### config.mk
export PLATFORM = sky130hd
export DESIGN_NAME = dip_top
export DESIGN_NICKNAME = d
export VERILOG_FILES = /design/src/rtl/dip_pkg.sv /design/src/rtl/dip_top.sv
export SDC_FILE = /design/constraint.sdc
export NUM_CORES = 1
export LEC_CHECK = 0
export ABC_CLOCK_PERIOD_IN_PS = 6100
export CORE_MARGIN = 2
export CORE_UTILIZATION = 30
export CTS_CLUSTER_SIZE = 24
export DETAILED_ROUTE_END_ITERATION = 7
export DONT_BUFFER_PORTS = 1
export PLACE_DENSITY = 0.45
export SLEW_MARGIN = 20
export SYNTH_ARGS = -nofsm -noshare
export SYNTH_HDL_FRONTEND = slang
export SYNTH_SLANG_ARGS = --single-unit
### constraint.sdc
create_clock -name aclk -period 6.1 [get_ports aclk]
set_input_delay 1.22 -clock aclk [delete_from_list [all_inputs] [get_ports aclk]]
set_output_delay 1.22 -clock aclk [all_outputs]
set_load 0.01 [all_outputs]
### src/rtl/dip_pkg.sv
// package for the data input pre-processing block
package dip_pkg;
  // register byte offsets
  localparam logic [7:0] DIP_OFF_CTRL = 8'h00;
  localparam logic [7:0] DIP_OFF_INV = 8'h04;
  localparam logic [7:0] DIP_OFF_FEN = 8'h08;
  localparam logic [7:0] DIP_OFF_TSEL = 8'h0c;
  localparam logic [7:0] DIP_OFF_STAT = 8'h10;
  // control field positions
  localparam int DIP_CTRL_JOINT_BIT = 0;
  localparam int DIP_CTRL_GATE_BIT = 1;
  localparam int DIP_CTRL_PMUX_BIT = 2;
  localparam int DIP_CTRL_FAST_BIT = 3;
  // reset values
  localparam logic [3:0] DIP_CTRL_RST = 4'h0;
  localparam logic [3:0] DIP_INV_RST = 4'h0;
  localparam logic [3:0] DIP_FEN_RST = 4'h0;
  localparam logic [2:0] DIP_TSEL_RST = 3'h0;
  localparam logic [2:0] DIP_TSEL_CYCLE = 3'h7;
  // timing
  localparam int DIP_CLK_MHZ = 40;
  localparam int DIP_TICK_US = 1;
  localparam int DIP_TICK_CYC = DIP_TICK_US * DIP_CLK_MHZ;
  localparam int DIP_BASE_US = 128;
  // least time less 6.25 percent: 120 ticks
  localparam int DIP_BASE_TICKS = DIP_BASE_US - DIP_BASE_US / 16;
  localparam int DIP_BLOCK_US = 256;
  localparam int DIP_BLOCK_TICKS = DIP_BLOCK_US - DIP_BLOCK_US / 16;
  localparam int DIP_LATCH_MIN_NS = 11000;
  localparam int DIP_LATCH_MAX_NS = 13500;
  localparam int DIP_CLK_NS = 25;
  // sample midway in the acceptance window
  localparam int DIP_LATCH_CYC = (DIP_LATCH_MIN_NS + DIP_LATCH_MAX_NS) / 2 / DIP_CLK_NS;
  // axi answer codes
  localparam logic [1:0] DIP_RESP_OKAY = 2'b00;
  localparam logic [1:0] DIP_RESP_SLVERR = 2'b10;
  // configuration carried as one struct
  typedef struct packed {
    logic joint_invert;
    logic pin_gated_filter_flag;
    logic [3:0] per_channel_invert_mask;
    logic [3:0] per_channel_filter_enable;
    logic [2:0] debounce_time_select;
  } dip_cfg_t;
endpackage : dip_pkg

### src/rtl/dip_top.sv
// data input inversion, debounce and response selection with axi4-lite registers
`timescale 1ns/100ps
module dip_top import dip_pkg::*; #(
  parameter int NCH = 4
) (
  input wire logic aclk,
  input wire logic aresetn,
  // axi4-lite slave
  input wire logic [7:0] s_axi_awaddr,
  input wire logic s_axi_awvalid,
  output logic s_axi_awready,
  input wire logic [31:0] s_axi_wdata,
  input wire logic [3:0] s_axi_wstrb,
  input wire logic s_axi_wvalid,
  output logic s_axi_wready,
  output logic [1:0] s_axi_bresp,
  output logic s_axi_bvalid,
  input wire logic s_axi_bready,
  input wire logic [7:0] s_axi_araddr,
  input wire logic s_axi_arvalid,
  output logic s_axi_arready,
  output logic [31:0] s_axi_rdata,
  output logic [1:0] s_axi_rresp,
  output logic s_axi_rvalid,
  input wire logic s_axi_rready,
  // pins and protocol side
  input wire logic [NCH-1:0] data_input_pins,
  input wire logic parameter_pin_one,
  input wire logic init_done,
  input wire logic data_strobe,
  input wire logic exchange_call,
  input wire logic clock_is_8mhz,
  output logic [NCH-1:0] response_data,
  output logic response_valid,
  output logic pin_one_mux_allowed
);
  // pin synchronisers: stage one read only by stage two
  logic [NCH+1:0] sync1_reg, sync2_reg;
  always_ff @(posedge aclk) begin
    if (!aresetn) begin
      sync1_reg <= '0;
      sync2_reg <= '0;
    end else begin
      sync1_reg <= {parameter_pin_one, init_done, data_input_pins};
      sync2_reg <= sync1_reg;
    end
  end
  logic [NCH-1:0] pin_s;
  logic p1_s, init_s;
  assign pin_s = sync2_reg[NCH-1:0];
  assign init_s = sync2_reg[NCH];
  assign p1_s = sync2_reg[NCH+1];

  // registers
  logic [3:0] ctrl_reg, ctrl_next;
  logic [3:0] inv_reg, inv_next;
  logic [3:0] fen_reg, fen_next;
  logic [2:0] tsel_reg, tsel_next;
  dip_cfg_t cfg;
  assign cfg = '{joint_invert: ctrl_reg[DIP_CTRL_JOINT_BIT],
                 pin_gated_filter_flag: ctrl_reg[DIP_CTRL_GATE_BIT],
                 per_channel_invert_mask: inv_reg,
                 per_channel_filter_enable: fen_reg,
                 debounce_time_select: tsel_reg};

  // axi write and read channel state
  logic aw_hold_reg, aw_hold_next, w_hold_reg, w_hold_next, bvalid_reg, bvalid_next;
  logic [7:0] awaddr_reg, awaddr_next;
  logic [31:0] wdata_reg, wdata_next;
  logic [1:0] bresp_reg, bresp_next;
  logic arvalid_busy;
  logic rvalid_reg, rvalid_next;
  logic [31:0] rdata_reg, rdata_next;
  logic [1:0] rresp_reg, rresp_next;

  // address is mapped when it hits one of the five words
  function automatic logic addr_hit(input logic [7:0] a);
    addr_hit = (a == DIP_OFF_CTRL) || (a == DIP_OFF_INV) || (a == DIP_OFF_FEN)
            || (a == DIP_OFF_TSEL) || (a == DIP_OFF_STAT);
  endfunction : addr_hit

  assign s_axi_awready = !aw_hold_reg && !bvalid_reg;
  assign s_axi_wready = !w_hold_reg && !bvalid_reg;
  assign s_axi_bvalid = bvalid_reg;
  assign s_axi_bresp = bresp_reg;

  // status view of the block
  logic [NCH-1:0] filt_reg, filt_next;
  logic [31:0] stat_word;

  // strobe of the write data beat, held with the data
  logic wstrb0_reg;
  always_ff @(posedge aclk) begin
    if (!aresetn) wstrb0_reg <= 1'b0;
    else if (s_axi_wvalid && s_axi_wready) wstrb0_reg <= s_axi_wstrb[0];
  end
  function automatic logic s_axi_wstrb_lane0(input logic [3:0] s, input logic held);
    s_axi_wstrb_lane0 = held ? wstrb0_reg : s[0];
  endfunction : s_axi_wstrb_lane0

  // write path next state
  always_comb begin
    logic do_wr;
    logic [7:0] a;
    logic [31:0] d;
    do_wr = 1'b0;
    a = awaddr_reg;
    d = wdata_reg;
    aw_hold_next = aw_hold_reg;
    w_hold_next = w_hold_reg;
    awaddr_next = awaddr_reg;
    wdata_next = wdata_reg;
    bvalid_next = bvalid_reg;
    bresp_next = bresp_reg;
    ctrl_next = ctrl_reg;
    inv_next = inv_reg;
    fen_next = fen_reg;
    tsel_next = tsel_reg;
    if (s_axi_awvalid && s_axi_awready) begin
      aw_hold_next = 1'b1;
      awaddr_next = s_axi_awaddr;
      a = s_axi_awaddr;
    end
    if (s_axi_wvalid && s_axi_wready) begin
      w_hold_next = 1'b1;
      wdata_next = s_axi_wdata;
      d = s_axi_wdata;
    end
    // both halves present: commit and answer
    if (aw_hold_next && w_hold_next && !bvalid_reg) begin
      do_wr = 1'b1;
      aw_hold_next = 1'b0;
      w_hold_next = 1'b0;
      bvalid_next = 1'b1;
      bresp_next = addr_hit(a) ? DIP_RESP_OKAY : DIP_RESP_SLVERR;
    end
    if (bvalid_reg && s_axi_bready) begin
      bvalid_next = 1'b0;
    end
    // only lane zero carries the narrow fields
    if (do_wr && s_axi_wstrb_lane0(s_axi_wstrb, w_hold_reg)) begin
      unique case (a)
        DIP_OFF_CTRL: ctrl_next = d[3:0];
        DIP_OFF_INV: inv_next = d[3:0];
        DIP_OFF_FEN: fen_next = d[3:0];
        DIP_OFF_TSEL: tsel_next = d[2:0];
        default: ;
      endcase
    end
  end

  // read path: one cycle answer
  assign arvalid_busy = rvalid_reg;
  assign s_axi_arready = !arvalid_busy;
  assign s_axi_rvalid = rvalid_reg;
  assign s_axi_rdata = rdata_reg;
  assign s_axi_rresp = rresp_reg;
  always_comb begin
    rvalid_next = rvalid_reg;
    rdata_next = rdata_reg;
    rresp_next = rresp_reg;
    if (rvalid_reg && s_axi_rready) rvalid_next = 1'b0;
    if (s_axi_arvalid && s_axi_arready) begin
      rvalid_next = 1'b1;
      rresp_next = addr_hit(s_axi_araddr) ? DIP_RESP_OKAY : DIP_RESP_SLVERR;
      unique case (s_axi_araddr)
        DIP_OFF_CTRL: rdata_next = {28'h0000000, ctrl_reg};
        DIP_OFF_INV: rdata_next = {28'h0000000, inv_reg};
        DIP_OFF_FEN: rdata_next = {28'h0000000, fen_reg};
        DIP_OFF_TSEL: rdata_next = {29'h0, tsel_reg};
        DIP_OFF_STAT: rdata_next = stat_word;
        default: rdata_next = 32'h00000000;
      endcase
    end
  end

  // register file and bus flops
  always_ff @(posedge aclk) begin
    if (!aresetn) begin
      ctrl_reg <= DIP_CTRL_RST;
      inv_reg <= DIP_INV_RST;
      fen_reg <= DIP_FEN_RST;
      tsel_reg <= DIP_TSEL_RST;
      aw_hold_reg <= 1'b0;
      w_hold_reg <= 1'b0;
      awaddr_reg <= 8'h00;
      wdata_reg <= 32'h00000000;
      bvalid_reg <= 1'b0;
      bresp_reg <= DIP_RESP_OKAY;
      rvalid_reg <= 1'b0;
      rdata_reg <= 32'h00000000;
      rresp_reg <= DIP_RESP_OKAY;
    end else begin
      ctrl_reg <= ctrl_next;
      inv_reg <= inv_next;
      fen_reg <= fen_next;
      tsel_reg <= tsel_next;
      aw_hold_reg <= aw_hold_next;
      w_hold_reg <= w_hold_next;
      awaddr_reg <= awaddr_next;
      wdata_reg <= wdata_next;
      bvalid_reg <= bvalid_next;
      bresp_reg <= bresp_next;
      rvalid_reg <= rvalid_next;
      rdata_reg <= rdata_next;
      rresp_reg <= rresp_next;
    end
  end

  // inversion ahead of the filter
  logic [NCH-1:0] inv_in;
  assign inv_in = cfg.joint_invert ? ~pin_s
                : pin_s ^ cfg.per_channel_invert_mask[NCH-1:0];

  // microsecond tick, halved count when the crystal is the slow one
  logic [5:0] pre_reg, pre_next;
  logic tick;
  logic [5:0] pre_top;
  assign pre_top = clock_is_8mhz ? 6'(DIP_TICK_CYC / 2 - 1) : 6'(DIP_TICK_CYC - 1);
  assign tick = (pre_reg >= pre_top);

  // filter length in ticks per code
  logic [13:0] span;
  assign span = 14'(DIP_BASE_TICKS) << tsel_reg;
  logic cycle_mode;
  assign cycle_mode = (cfg.debounce_time_select == DIP_TSEL_CYCLE);

  // per channel timers, cycle mode sampler, block timer
  logic [13:0] tmr_reg [NCH];
  logic [13:0] tmr_next [NCH];
  logic [NCH-1:0] last_smp_reg, last_smp_next;
  logic [8:0] blk_reg, blk_next;
  logic [9:0] lat_reg, lat_next;
  logic lat_run_reg, lat_run_next, strobe_d_reg;
  logic sample_now, smp_ok;
  // sample point a fixed delay after the strobe rises
  assign sample_now = lat_run_reg && (lat_reg == 10'(DIP_LATCH_CYC));
  assign smp_ok = sample_now && (blk_reg == 9'h000);

  always_comb begin
    pre_next = tick ? 6'h00 : 6'(pre_reg + 6'h01);
    lat_run_next = lat_run_reg;
    lat_next = lat_reg;
    if (data_strobe && !strobe_d_reg) begin
      lat_run_next = 1'b1;
      lat_next = 10'h000;
    end else if (lat_run_reg) begin
      lat_next = 10'(lat_reg + 10'h001);
      if (sample_now) lat_run_next = 1'b0;
    end
    blk_next = blk_reg;
    // one extra tick so the partial first tick never shortens the block
    if (smp_ok) blk_next = 9'(DIP_BLOCK_TICKS + 1);
    else if (tick && blk_reg != 9'h000) blk_next = 9'(blk_reg - 9'h001);
    last_smp_next = last_smp_reg;
    filt_next = filt_reg;
    for (int n = 0; n < NCH; n++) begin
      tmr_next[n] = tmr_reg[n];
      if (!fen_reg[n]) begin
        filt_next[n] = inv_in[n];
        tmr_next[n] = 14'h0000;
      end else if (cycle_mode) begin
        tmr_next[n] = 14'h0000;
        if (smp_ok) begin
          last_smp_next[n] = inv_in[n];
          if (inv_in[n] == last_smp_reg[n]) filt_next[n] = inv_in[n];
        end
      end else if (inv_in[n] == filt_reg[n]) begin
        tmr_next[n] = 14'h0000;
      end else if (tick) begin
        // strictly past the span: the first tick may be a partial one
        if (tmr_reg[n] + 14'h0001 > span) begin
          filt_next[n] = inv_in[n];
          tmr_next[n] = 14'h0000;
        end else begin
          tmr_next[n] = 14'(tmr_reg[n] + 14'h0001);
        end
      end
    end
  end

  // filter state, held cleared until init completes
  always_ff @(posedge aclk) begin
    if (!aresetn || !init_s) begin
      filt_reg <= '0;
      last_smp_reg <= '0;
      blk_reg <= 9'h000;
      pre_reg <= 6'h00;
      lat_reg <= 10'h000;
      lat_run_reg <= 1'b0;
      strobe_d_reg <= 1'b0;
      for (int n = 0; n < NCH; n++) tmr_reg[n] <= 14'h0000;
    end else begin
      filt_reg <= filt_next;
      last_smp_reg <= last_smp_next;
      blk_reg <= blk_next;
      pre_reg <= pre_next;
      lat_reg <= lat_next;
      lat_run_reg <= lat_run_next;
      strobe_d_reg <= data_strobe;
      for (int n = 0; n < NCH; n++) tmr_reg[n] <= tmr_next[n];
    end
  end

  // response latch on an exchange call
  logic [NCH-1:0] resp_reg, resp_next;
  logic rv_reg;
  logic use_raw;
  assign use_raw = cfg.pin_gated_filter_flag && p1_s;
  assign resp_next = use_raw ? inv_in : filt_reg;
  always_ff @(posedge aclk) begin
    if (!aresetn) begin
      resp_reg <= '0;
      rv_reg <= 1'b0;
    end else begin
      rv_reg <= exchange_call;
      if (exchange_call) resp_reg <= resp_next;
    end
  end
  assign response_data = resp_reg;
  assign response_valid = rv_reg;
  // pin one kept out of multiplexing while gating is on
  assign pin_one_mux_allowed = ctrl_reg[DIP_CTRL_PMUX_BIT] && !cfg.pin_gated_filter_flag;
  assign stat_word = {20'h00000, 3'h0, use_raw, resp_reg, filt_reg};
endmodule : dip_top

======== Yosys cells after proc, flatten, opt, wreduce, memory -nomap -nowiden ========
Memories as Yosys holds them, arrays and structs flattened.
Cells that the tools add are included.
word-level totals
  memories kept ........................... 1
  register bits after elaboration ......... 120
  bits in writable memories ............... 56
  bits of input ports ..................... 68
  word-level logic and storage cells ...... 221
  ROM bits ................................ 0
  output and inout port bits .............. 47
  latch bits .............................. 0
memory list
  memory   depth  width  read ports  clocked after memory_dff  wr ports  line            source
  tmr_reg  4      14     4           0                         4         dip_top.sv:229  logic [13:0] tmr_reg [NCH];
cells by class
  reduce and logical (&&, ||, !) cells .... 56
  multiplexer cells ....................... 74
  equal/unequal tests ..................... 38
  divide/modulo/power cells ............... 0
  bitwise logic cells ..................... 7
  multiply operators ...................... 0
  add/subtract/negate cells ............... 7
  magnitude comparators ................... 5
  shift-type cells ........................ 1
operators with widths
  kind                     count
  $mux W14                 24
  $add A14 B1 Y14 const B  4
  $gt A14 B14 Y1           4
  $pmux W9 S5              1
  $mux W1                  40
  $eq A8 B4 Y1 const B     4
  $mux W8                  3
  $ne A3 B1 Y1 const B     8
  $ne A3 B2 Y1 const B     8
  $reduce_and A5 Y1        4
  $eq A8 B3 Y1 const B     2
  $eq A8 B5 Y1 const B     2
  $logic_and A1 B1 Y1      16
  $logic_not A8 Y1         2
  $shl A7 B3 Y14 const A   1
  $mux W4                  3
  $ne A3 B3 Y1 const B     4
  $reduce_and A3 Y1        4
  $add A10 B1 Y10 const B  1
  $eq A10 B9 Y1 const B    1
  $reduce_or A2 Y1         5
  $logic_not A9 Y1         1
  $logic_or A1 B1 Y1       9
  $reduce_bool A9 Y1       1
  14 further kinds         36

======== Longest topological paths before layout ========
Gate-level depths: netlist of the first run.
  depth after elaboration ................. 10
  gate-level depth with buffers ........... 14
  gate-level depth less buffers ........... 13

======== Worst setup path before layout of the first run ========
Ideal clock, no wire load.
  kind .................................... register to register
  start point ............................. mem tmr_reg[0][2]
  end point ............................... reg filt_reg[0]
  library setup time ...................... 0.125 ns
  data arrival time ....................... 2.866 ns
  required time ........................... 5.975 ns
  path slack .............................. 3.110 ns
  clock period less this slack ............ 2.990 ns
  path buffers ............................ 0
  stages on the path, launching flop included .. 12
  cell sequence ........................... dfxtp_1 > and3_1 > nand4_1 > nor3_1 > nand3_1 > xnor2_1 > ha_1 > nand4_1 > or4_1 > o31ai_2 > o221ai_1 > mux2i_1
RTL lines
  element                 line            source
  start: declaration      dip_top.sv:229
  end signal: assignment  dip_top.sv:294  filt_reg <= filt_next;
  end: declaration        dip_top.sv:88   logic [NCH-1:0] filt_reg, filt_next;

==> impl_metrics.env, run 1 <==
export IMPL_die_y_microns=172
export IMPL_largest_reg_flops=56
export IMPL_cp_arrival_ps=4230
export IMPL_ys_seq_area_share_pct=35.6
export IMPL_die_w_microns=172
export IMPL_cp_max_fo=10
export IMPL_clkSlewWorstSetupHoldPaths_ps=70
export IMPL_synth_area_sq_um=8500
export IMPL_syn_area_per_cell_sq_um=8.58
export IMPL_port_buffer_count=0
export IMPL_drtIter0Drc=336
export IMPL_grt_antenna_before_repair=0
export IMPL_gp_congestion=0.749
export IMPL_postCtsHoldBufs=0
export IMPL_root_buffer="clkbuf_16"
export IMPL_hold_depth=1
export IMPL_antenna_left=0
export IMPL_fin_crit_ps=3880
export IMPL_crit_type="flop to flop"
export IMPL_grt_pass1_wl_mm=32.8
export IMPL_grt_use_total_pct=13.9
export IMPL_cts_tree="built"
export IMPL_fin_tns_setup_ps=0
export IMPL_timing_rr_end="tmr_reg[2][5]"
export IMPL_p_per_area_nw_per_um2=235
export IMPL_rsz0062_at_grt="false"
export IMPL_slew_violations=0
export IMPL_drive_above_1_share_pct=6.46
export IMPL_wl_met2_mm=9.12
export IMPL_dr_pass1_iters=4
export IMPL_r2r_start="tsel_reg[2]"
export IMPL_wl_per_cell_microns=14.6
export IMPL_wl_met1_mm=9.70
export IMPL_yosys_warnings=0
export IMPL_min_path_type="flop to flop"
export IMPL_period_share_pct=63.5
export IMPL_worstMarginPinSlew_ps=941
export IMPL_startpoint_type="flop"
export IMPL_final_common_cell="dfxtp_1"
export IMPL_synth_edf_count=0
export IMPL_reg2reg_slack_ps=2220
export IMPL_required_ps=6460
export IMPL_crit_path_end_kind="flop"
export IMPL_ys_ff_latch=151
export IMPL_dieArea_sq_um=29700
export IMPL_worst_r2r_cell_count=10
export IMPL_layout_common_cells="dfxtp_1, nand2_1, nor2_1"
export IMPL_clock_fmax_ghz=0.258
export IMPL_post_cts_resized=0
export IMPL_drc_errors=0
export IMPL_ys_types=65
export IMPL_vias=6533
export IMPL_grt_ovfl_total=0
export IMPL_vdd_ir_drop_max_mv=0.166
export IMPL_syn_inst=990
export IMPL_fill_cells=2894
export IMPL_synth_flop_cell="dfxtp_1"
export IMPL_insertion_delay_ps=440
export IMPL_fin_cells=1369
export IMPL_first_global_vias=6247
export IMPL_highest_layer="met4"
export IMPL_syn2layout_area_growth_pct=10.3
export IMPL_grt_max_degree=64
export IMPL_p_leak_nw=3.65
export IMPL_worstPathCellList="inv_1 -> nor2_1 -> inv_1 -> ha_1 -> a21oi_1 -> o21ai_0 -> o31ai_1 -> buf_4 -> o21ai_0 -> nor2_1"
export IMPL_clock_path_buffers=2
export IMPL_drt_vias_per_instance=4.77
export IMPL_initial_core_util_pct=30.5
export IMPL_async_flop_share_pct=0
export IMPL_rows=61
export IMPL_htree_levels=4
export IMPL_post_cts_buffers=0
export IMPL_dr_wl_met3_microns=928
export IMPL_n_antenna_cell=0
export IMPL_startpoint="tsel_reg[2]"
export IMPL_fp_coreArea_sq_um=27900
export IMPL_hold_violations=0
export IMPL_dp_cells=1337
export IMPL_io_pins=115
export IMPL_cp_slowest_stage_delay_ps=740
export IMPL_slew_headroom_pct=37.0
export IMPL_status="completed"
export IMPL_cts_num_sinks=151
export IMPL_hpwl_mm=14.2
export IMPL_fin_skew_ps=14.3
export IMPL_crit_slowest_cell="o31ai_1"
export IMPL_setup_viol=0
export IMPL_holdCritStartpoint="sync1_reg[4]"
export IMPL_drt_total_wl_mm=19.9
export IMPL_whs_endpoint="sync2_reg[4]"
export IMPL_cts_made_buffers=17
export IMPL_nets=1107
export IMPL_maxCapViolCount=0
==> metrics by stage <==
step                hold slack [ps]  utilization [%]  area, sq um  power [W]  setup WS, ps
floorplan                       412                -         8590    0.00113          3110
global placement                414             31.5         8770    0.00113          2280
detailed placement              417             31.5         8770    0.00113          2240
CTS                             430             33.6         9370    0.00223          2200
global route                    445             33.6         9370    0.00228          1930
finish                          430             33.6         9370    0.00220          2220
==> worst max path at each step <==
stage / endpoint / slack (ps) / cells past startpoint
after floorplan: filt_reg[0] / 3110 / 11
after global routing: tmr_reg[2][5] / 1930 / 10
after global placement: tmr_reg[2][3] / 2280 / 10
after CTS: tmr_reg[2][5] / 2200 / 10
final: tmr_reg[2][5] / 2220 / 10
after detailed placement: tmr_reg[2][4] / 2240 / 10
==> synth_stat cells (4+ instances only) <==
cell / number / area (sq um)
dfxtp_1: 151 / 3020
nand2_1: 122 / 458
nor2_1: 86 / 323
nand3_1: 63 / 315
ha_1: 61 / 763
a21oi_1: 58 / 290
xor2_1: 55 / 482
xnor2_1: 38 / 333
mux2i_1: 29 / 290
nand4_1: 29 / 181
inv_1: 26 / 97.6
buf_4: 25 / 188
and2_1: 21 / 131
clkbuf_1: 21 / 78.8
o21ai_0: 20 / 100
and3_1: 18 / 113
nor3_1: 17 / 85.1
a211oi_1: 12 / 90.1
nor2b_1: 10 / 62.6
nor4_1: 9 / 56.3
nor3b_1: 8 / 60.1
o211a_1: 7 / 70.1
or3_1: 7 / 43.8
a21boi_0: 5 / 37.5
a221oi_1: 5 / 43.8
buf_1: 5 / 18.8
buf_2: 5 / 25.0
mux2_2: 5 / 56.3
o211ai_1: 5 / 37.5
a21o_1: 4 / 30.0
a31oi_1: 4 / 25.0
==> layer usage <==
| metal | vias up | global-route usage, % |
|---|---|---|
| li1 | 3415 | - |
| met3 | 9 | 3.59 |
| met5 | - | 0 |
| met4 | 0 | 3.69 |
| met2 | 97 | 22.5 |
| met1 | 3012 | 18.5 |
==> kinds of logic after synthesis <==
group | Yosys count | share of synthesized area [%]
fa+ha+maj | 61 | 8.98
mux | 38 | 5.05
buf+inv | 84 | 4.99
flops | 151 | 35.6
xor+xnor | 95 | 9.97
simple gates | 421 | 25.0
compound gates | 139 | 10.3
other cells | 1 | 0.0441
==> area by class of cell <==
type                       count  area, sq um  area share, %
sequential                   151         3020           32.3
clock inverter                15          171           1.83
tap                          378          473           5.05
clock buffer                  17          425           4.54
multi-input combinational    779         5160           55.0
timing repair buffer           3         22.5          0.240
inverter                      26         97.6           1.04
==> worst max-delay path: cells and delay by family, from the launching register on <==
family,cells,cell delay (ps)
AO/OA/AOI/OAI,4,1270
adder cells (fa/ha/maj),1,390
buffers and inverters,3,900
flip-flops,1,670
AND/OR/NAND/NOR,2,560
==> power by group <==
part           internal, W  leakage [nW]  switching, W
Sequential         0.00100          1.22     0.0000156
Combinational    0.0000356          2.13     0.0000539
Clock             0.000589         0.298      0.000503
Note: power is estimated with default switching activity, not from simulation.
==> run 2: changes to the inputs <==
Settings changed: ABC_CLOCK_PERIOD_IN_PS 6100 to 3800.
Clock period 6.1 ns to 3.8 ns, I/O delays scaled along.
==> impl_metrics.env, run 2 (synthesis results as in run 1) <==
export IMPL_fin_cells=1384
export IMPL_slew_violations=0
export IMPL_p_per_area_nw_per_um2=378
export IMPL_required_ps=4170
export IMPL_fin_tns_setup_ps=0
export IMPL_clock_path_buffers=2
export IMPL_p_int_w=0.00267
export IMPL_dr_pass1_iters=5
export IMPL_drive_above_1_share_pct=7.85
export IMPL_min_path_type="flop to flop"
export IMPL_combPwrFrac_pct=4.1
export IMPL_n_antenna_cell=0
export IMPL_fin_util_pct=34.1
export IMPL_fp_coreArea_sq_um=27900
export IMPL_worstMarginPinSlew_ps=761
export IMPL_setup_ws_ps=392
export IMPL_antenna_left=0
export IMPL_p_leak_nw=3.72
export IMPL_setup_viol=0
export IMPL_die_w_microns=172
export IMPL_syn2layout_area_growth_pct=11.7
export IMPL_postCtsHoldBufs=0
export IMPL_clkSlewWorstSetupHoldPaths_ps=70
export IMPL_grt_use_total_pct=14.2
export IMPL_cts_tree="built"
export IMPL_switchingPower_w=0.000915
export IMPL_hold_violations=0
export IMPL_drt_total_wl_mm=20.1
export IMPL_cts_made_buffers=17
export IMPL_seqPwrFrac_pct=45.6
export IMPL_post_cts_buffers=0
export IMPL_die_y_microns=172
export IMPL_largest_reg_flops=56
export IMPL_period_share_pct=89.7
export IMPL_vdd_ir_drop_max_mv=0.256
export IMPL_initial_core_util_pct=30.5
export IMPL_drtIter0Drc=366
export IMPL_dp_slack_ps=370
export IMPL_drc_errors=0
export IMPL_maxCapViolCount=0
export IMPL_dp_cells=1352
export IMPL_grt_antenna_before_repair=0
export IMPL_cp_max_fo=6
export IMPL_io_pins=115
export IMPL_first_global_vias=6362
export IMPL_rows=61
export IMPL_crit_path_end_kind="flop"
export IMPL_hpwl_mm=14.7
export IMPL_cts_num_sinks=151
export IMPL_post_cts_resized=0
export IMPL_final_common_cell="dfxtp_1"
export IMPL_fin_skew_ps=14.2
export IMPL_power_total_w=0.00359
export IMPL_dieArea_sq_um=29700
export IMPL_fin_crit_ps=3410
export IMPL_status="completed"
export IMPL_swShare_pct=25.5
export IMPL_reg2reg_slack_ps=390
export IMPL_crit_type="flop to flop"
export IMPL_slew_headroom_pct=48.9
export IMPL_layout_common_cells="dfxtp_1, nand2_1, nor2_1"
export IMPL_clock_fmax_ghz=0.293
export IMPL_gp_congestion=0.757
export IMPL_root_buffer="clkbuf_16"
export IMPL_cp_arrival_ps=3780
export IMPL_grt_ovfl_total=0
export IMPL_port_buffer_count=0
export IMPL_vias=6595
export IMPL_nets=1122
export IMPL_insertion_delay_ps=440
export IMPL_p_clk_share_pct=50.3
export IMPL_drt_vias_per_instance=4.77
export IMPL_rsz0062_at_grt="false"
export IMPL_startpoint_type="flop"
export IMPL_grt_pass1_wl_mm=33.1
export IMPL_grt_max_degree=64
export IMPL_htree_levels=4
export IMPL_wl_per_cell_microns=14.6
## run 2: critical path, stage by stage, from the launching register on
cell     delay, ps
dfxtp_1        420
ha_1           280
and3_1         200
nand4_1        230
nor2_1         320
nand3_1        130
xnor2_1        140
ha_1           300
nand4_1        150
nor4_1         330
buf_4          170
nor2_1          60
buf_4          170
a31oi_1        240
mux2i_1        200
## run 2: stage by stage
| stage | hold WS, ps | instance area [sq um] |
|---|---|---|
| after global routing | 416 | 9490 |
| after detailed placement | 418 | 8890 |
| after global placement | 415 | 8890 |
| after floorplan | 412 | 8590 |
| final | 433 | 9490 |
| after CTS | 425 | 9490 |
## run 2: layer usage
layer / vias to the layer above / GRT usage [%] / wire length (microns)
li1: 3439 / - / -
met3: 17 / 3.27 / 816
met2: 124 / 23.1 / 9070
met1: 3015 / 18.8 / 10000
met4: 0 / 4.24 / 254
met5: - / 0 / 0
## run 2: worst paths after layout
kind         depth (start not counted)          start           end
max                                 14  tmr_reg[3][0]   filt_reg[3]
max reg2reg                         14  tmr_reg[3][0]   filt_reg[3]
min                                  1   sync1_reg[0]  sync2_reg[0]
min reg2reg                          1   sync1_reg[0]  sync2_reg[0]
## run 2: layout make-up
type / count / area, sq um
Fill cell: 2947 / 18400
Multi-Input combinational cell: 779 / 5160
Sequential cell: 151 / 3020
Tap cell: 378 / 473
Clock buffer: 18 / 429
Clock inverter: 14 / 174
Timing Repair Buffer: 18 / 135
Inverter: 26 / 97.6
## run 2: power by group through the flow
stage	Clock, W	Combinational, W	Sequential (W)
floorplan	0	0.000156	0.00167
global placement	0	0.000147	0.00167
detailed placement	0	0.000148	0.00167
CTS	0.00185	0.000148	0.00164
global route	0.00192	0.000164	0.00164
finish	0.00180	0.000146	0.00164
==> run 3: changes to the inputs <==
--- a/config.mk
+++ b/config.mk
@@ -8,9 +8,10 @@
 export ABC_CLOCK_PERIOD_IN_PS = 3800
 export CORE_MARGIN = 2
-export CORE_UTILIZATION = 30
+export CORE_UTILIZATION = 45
 export CTS_CLUSTER_SIZE = 24
 export DETAILED_ROUTE_END_ITERATION = 7
 export DONT_BUFFER_PORTS = 1
-export PLACE_DENSITY = 0.45
+export MAX_ROUTING_LAYER = met4
+export PLACE_DENSITY = 0.61
 export SLEW_MARGIN = 20
 export SYNTH_ARGS = -nofsm -noshare
==> constraint.sdc (replaced) <==
create_clock -name aclk -period 3.8 [get_ports aclk]
set_input_delay 0.76 -clock aclk [delete_from_list [all_inputs] [get_ports aclk]]
set_output_delay 0.76 -clock aclk [all_outputs]
set_load 0.02 [all_outputs]
==> impl_metrics.env, run 3 (synthesis results as in run 1) <==
export IMPL_hold_depth=1
export IMPL_grt_use_total_pct=19.4
export IMPL_timing_rr_end="tmr_reg[1][6]"
export IMPL_cp_max_fo=6
export IMPL_wl_per_cell_microns=14.5
export IMPL_p_per_area_nw_per_um2=383
export IMPL_drt_vias_per_instance=5.36
export IMPL_dp_slack_ps=328
export IMPL_worst_r2r_cell_count=12
export IMPL_r2r_start="tmr_reg[1][0]"
export IMPL_setup_ws_ps=427
export IMPL_rows=50
export IMPL_hold_violations=0
export IMPL_clock_fmax_ghz=0.296
export IMPL_fin_util_pct=49.8
export IMPL_postCtsHoldBufs=0
export IMPL_grt_pass1_wl_mm=31.0
export IMPL_cp_arrival_ps=3650
export IMPL_maxCapViolCount=0
export IMPL_n_antenna_cell=0
export IMPL_first_global_vias=6386
export IMPL_port_buffer_count=0
export IMPL_drtIter0Drc=371
export IMPL_whs_endpoint="sync2_reg[5]"
export IMPL_reg2reg_slack_ps=430
export IMPL_die_y_microns=141
export IMPL_dieArea_sq_um=20000
export IMPL_period_share_pct=88.8
export IMPL_status="completed"
export IMPL_clock_path_buffers=2
export IMPL_cts_num_sinks=151
export IMPL_cts_made_buffers=17
export IMPL_insertion_delay_ps=430
export IMPL_final_common_cell="dfxtp_1"
export IMPL_largest_reg_flops=56
export IMPL_gp_congestion=0.814
export IMPL_startpoint_type="flop"
export IMPL_fp_coreArea_sq_um=18600
export IMPL_io_pins=115
export IMPL_initial_core_util_pct=45.6
export IMPL_vdd_ir_drop_max_mv=0.309
export IMPL_hold_slack_ps=437
export IMPL_nets=1118
export IMPL_htree_levels=4
export IMPL_hpwl_mm=12.8
export IMPL_fin_tns_setup_ps=0
export IMPL_drc_errors=0
export IMPL_holdCritStartpoint="sync1_reg[5]"
export IMPL_grt_max_degree=64
export IMPL_die_w_microns=141
export IMPL_slew_violations=0
export IMPL_vias=6619
export IMPL_cts_tree="built"
export IMPL_clkSlewWorstSetupHoldPaths_ps=70
export IMPL_fin_crit_ps=3370
export IMPL_crit_type="flop to flop"
export IMPL_dr_pass1_iters=6
export IMPL_min_path_type="flop to flop"
export IMPL_required_ps=4080
export IMPL_drt_total_wl_mm=17.9
export IMPL_p_leak_nw=3.71
export IMPL_rsz0062_at_grt="false"
export IMPL_grt_antenna_before_repair=0
export IMPL_crit_path_end_kind="flop"
export IMPL_setup_viol=0
export IMPL_grt_ovfl_total=0
export IMPL_fill_cells=1781
export IMPL_syn2layout_area_growth_pct=9.35
export IMPL_drive_above_1_share_pct=7.58
export IMPL_slew_headroom_pct=51.1
export IMPL_layout_common_cells="dfxtp_1, nand2_1, nor2_1"
export IMPL_power_total_w=0.00356
export IMPL_antenna_left=0
export IMPL_worstMarginPinSlew_ps=729
export IMPL_root_buffer="clkbuf_16"
export IMPL_fin_skew_ps=10.4
==> run 3: layer usage <==
| layer | wire, microns | track usage [%] |
|---|---|---|
| met5 | 0 | - |
| met4 | 187 | 4.79 |
| met3 | 508 | 4.02 |
| met2 | 8310 | 30.7 |
| met1 | 8930 | 25.6 |
==> run 3: what timing repair did <==
item,in CTS,in global routing
buffers inserted,0,0
endpoints found under the hold margin,0,0
gates resized for setup,0,1
setup endpoints to repair,0,5
==> run 3: layout make-up <==
class / count / area [sq um] / area share (%)
Clock buffer: 17 / 425 / 4.58
Clock inverter: 15 / 193 / 2.07
Inverter: 26 / 97.6 / 1.05
Multi-Input combinational cell: 779 / 5150 / 55.5
Sequential cell: 151 / 3020 / 32.5
Tap cell: 234 / 293 / 3.15
Timing Repair Buffer: 14 / 105 / 1.13
==> run 3: power breakdown <==
part           internal [W]  switching [W]
registers           0.00161      0.0000316
logic             0.0000589      0.0000996
clock network      0.000956       0.000800
total               0.00263       0.000932
==> run 3: worst max-delay path, stage by stage, from the launching register on <==
cell      delay, ps
dfxtp_1         400
ha_1            240
and3_1          250
nand3_1         240
nor3_1          280
xor2_1          130
ha_1            310
nand4_1         150
a211oi_1        300
a211oi_1        110
buf_4           160
nor3_1          550
nor4_1          120
==> run 3: worst max-delay path by stage <==
stage                     to  cells past startpoint     startpoint
2_1_floorplan    filt_reg[0]                     11  tmr_reg[0][2]
3_3_place_gp   tmr_reg[2][9]                     12  tmr_reg[2][0]
3_5_place_dp   tmr_reg[2][3]                     12  tmr_reg[2][0]
4_1_cts        tmr_reg[2][3]                     12  tmr_reg[2][0]
5_1_grt        tmr_reg[1][6]                     12  tmr_reg[1][0]
6_report       tmr_reg[1][6]                     12  tmr_reg[1][0]
==> run 3: per-stage QoR <==
stage / instance area [sq um] / instances
after global routing: 9290 / 1236
after CTS: 9290 / 1236
final: 9290 / 1236
after floorplan: 8590 / 1014
after detailed placement: 8670 / 1204
after global placement: 8670 / 1204
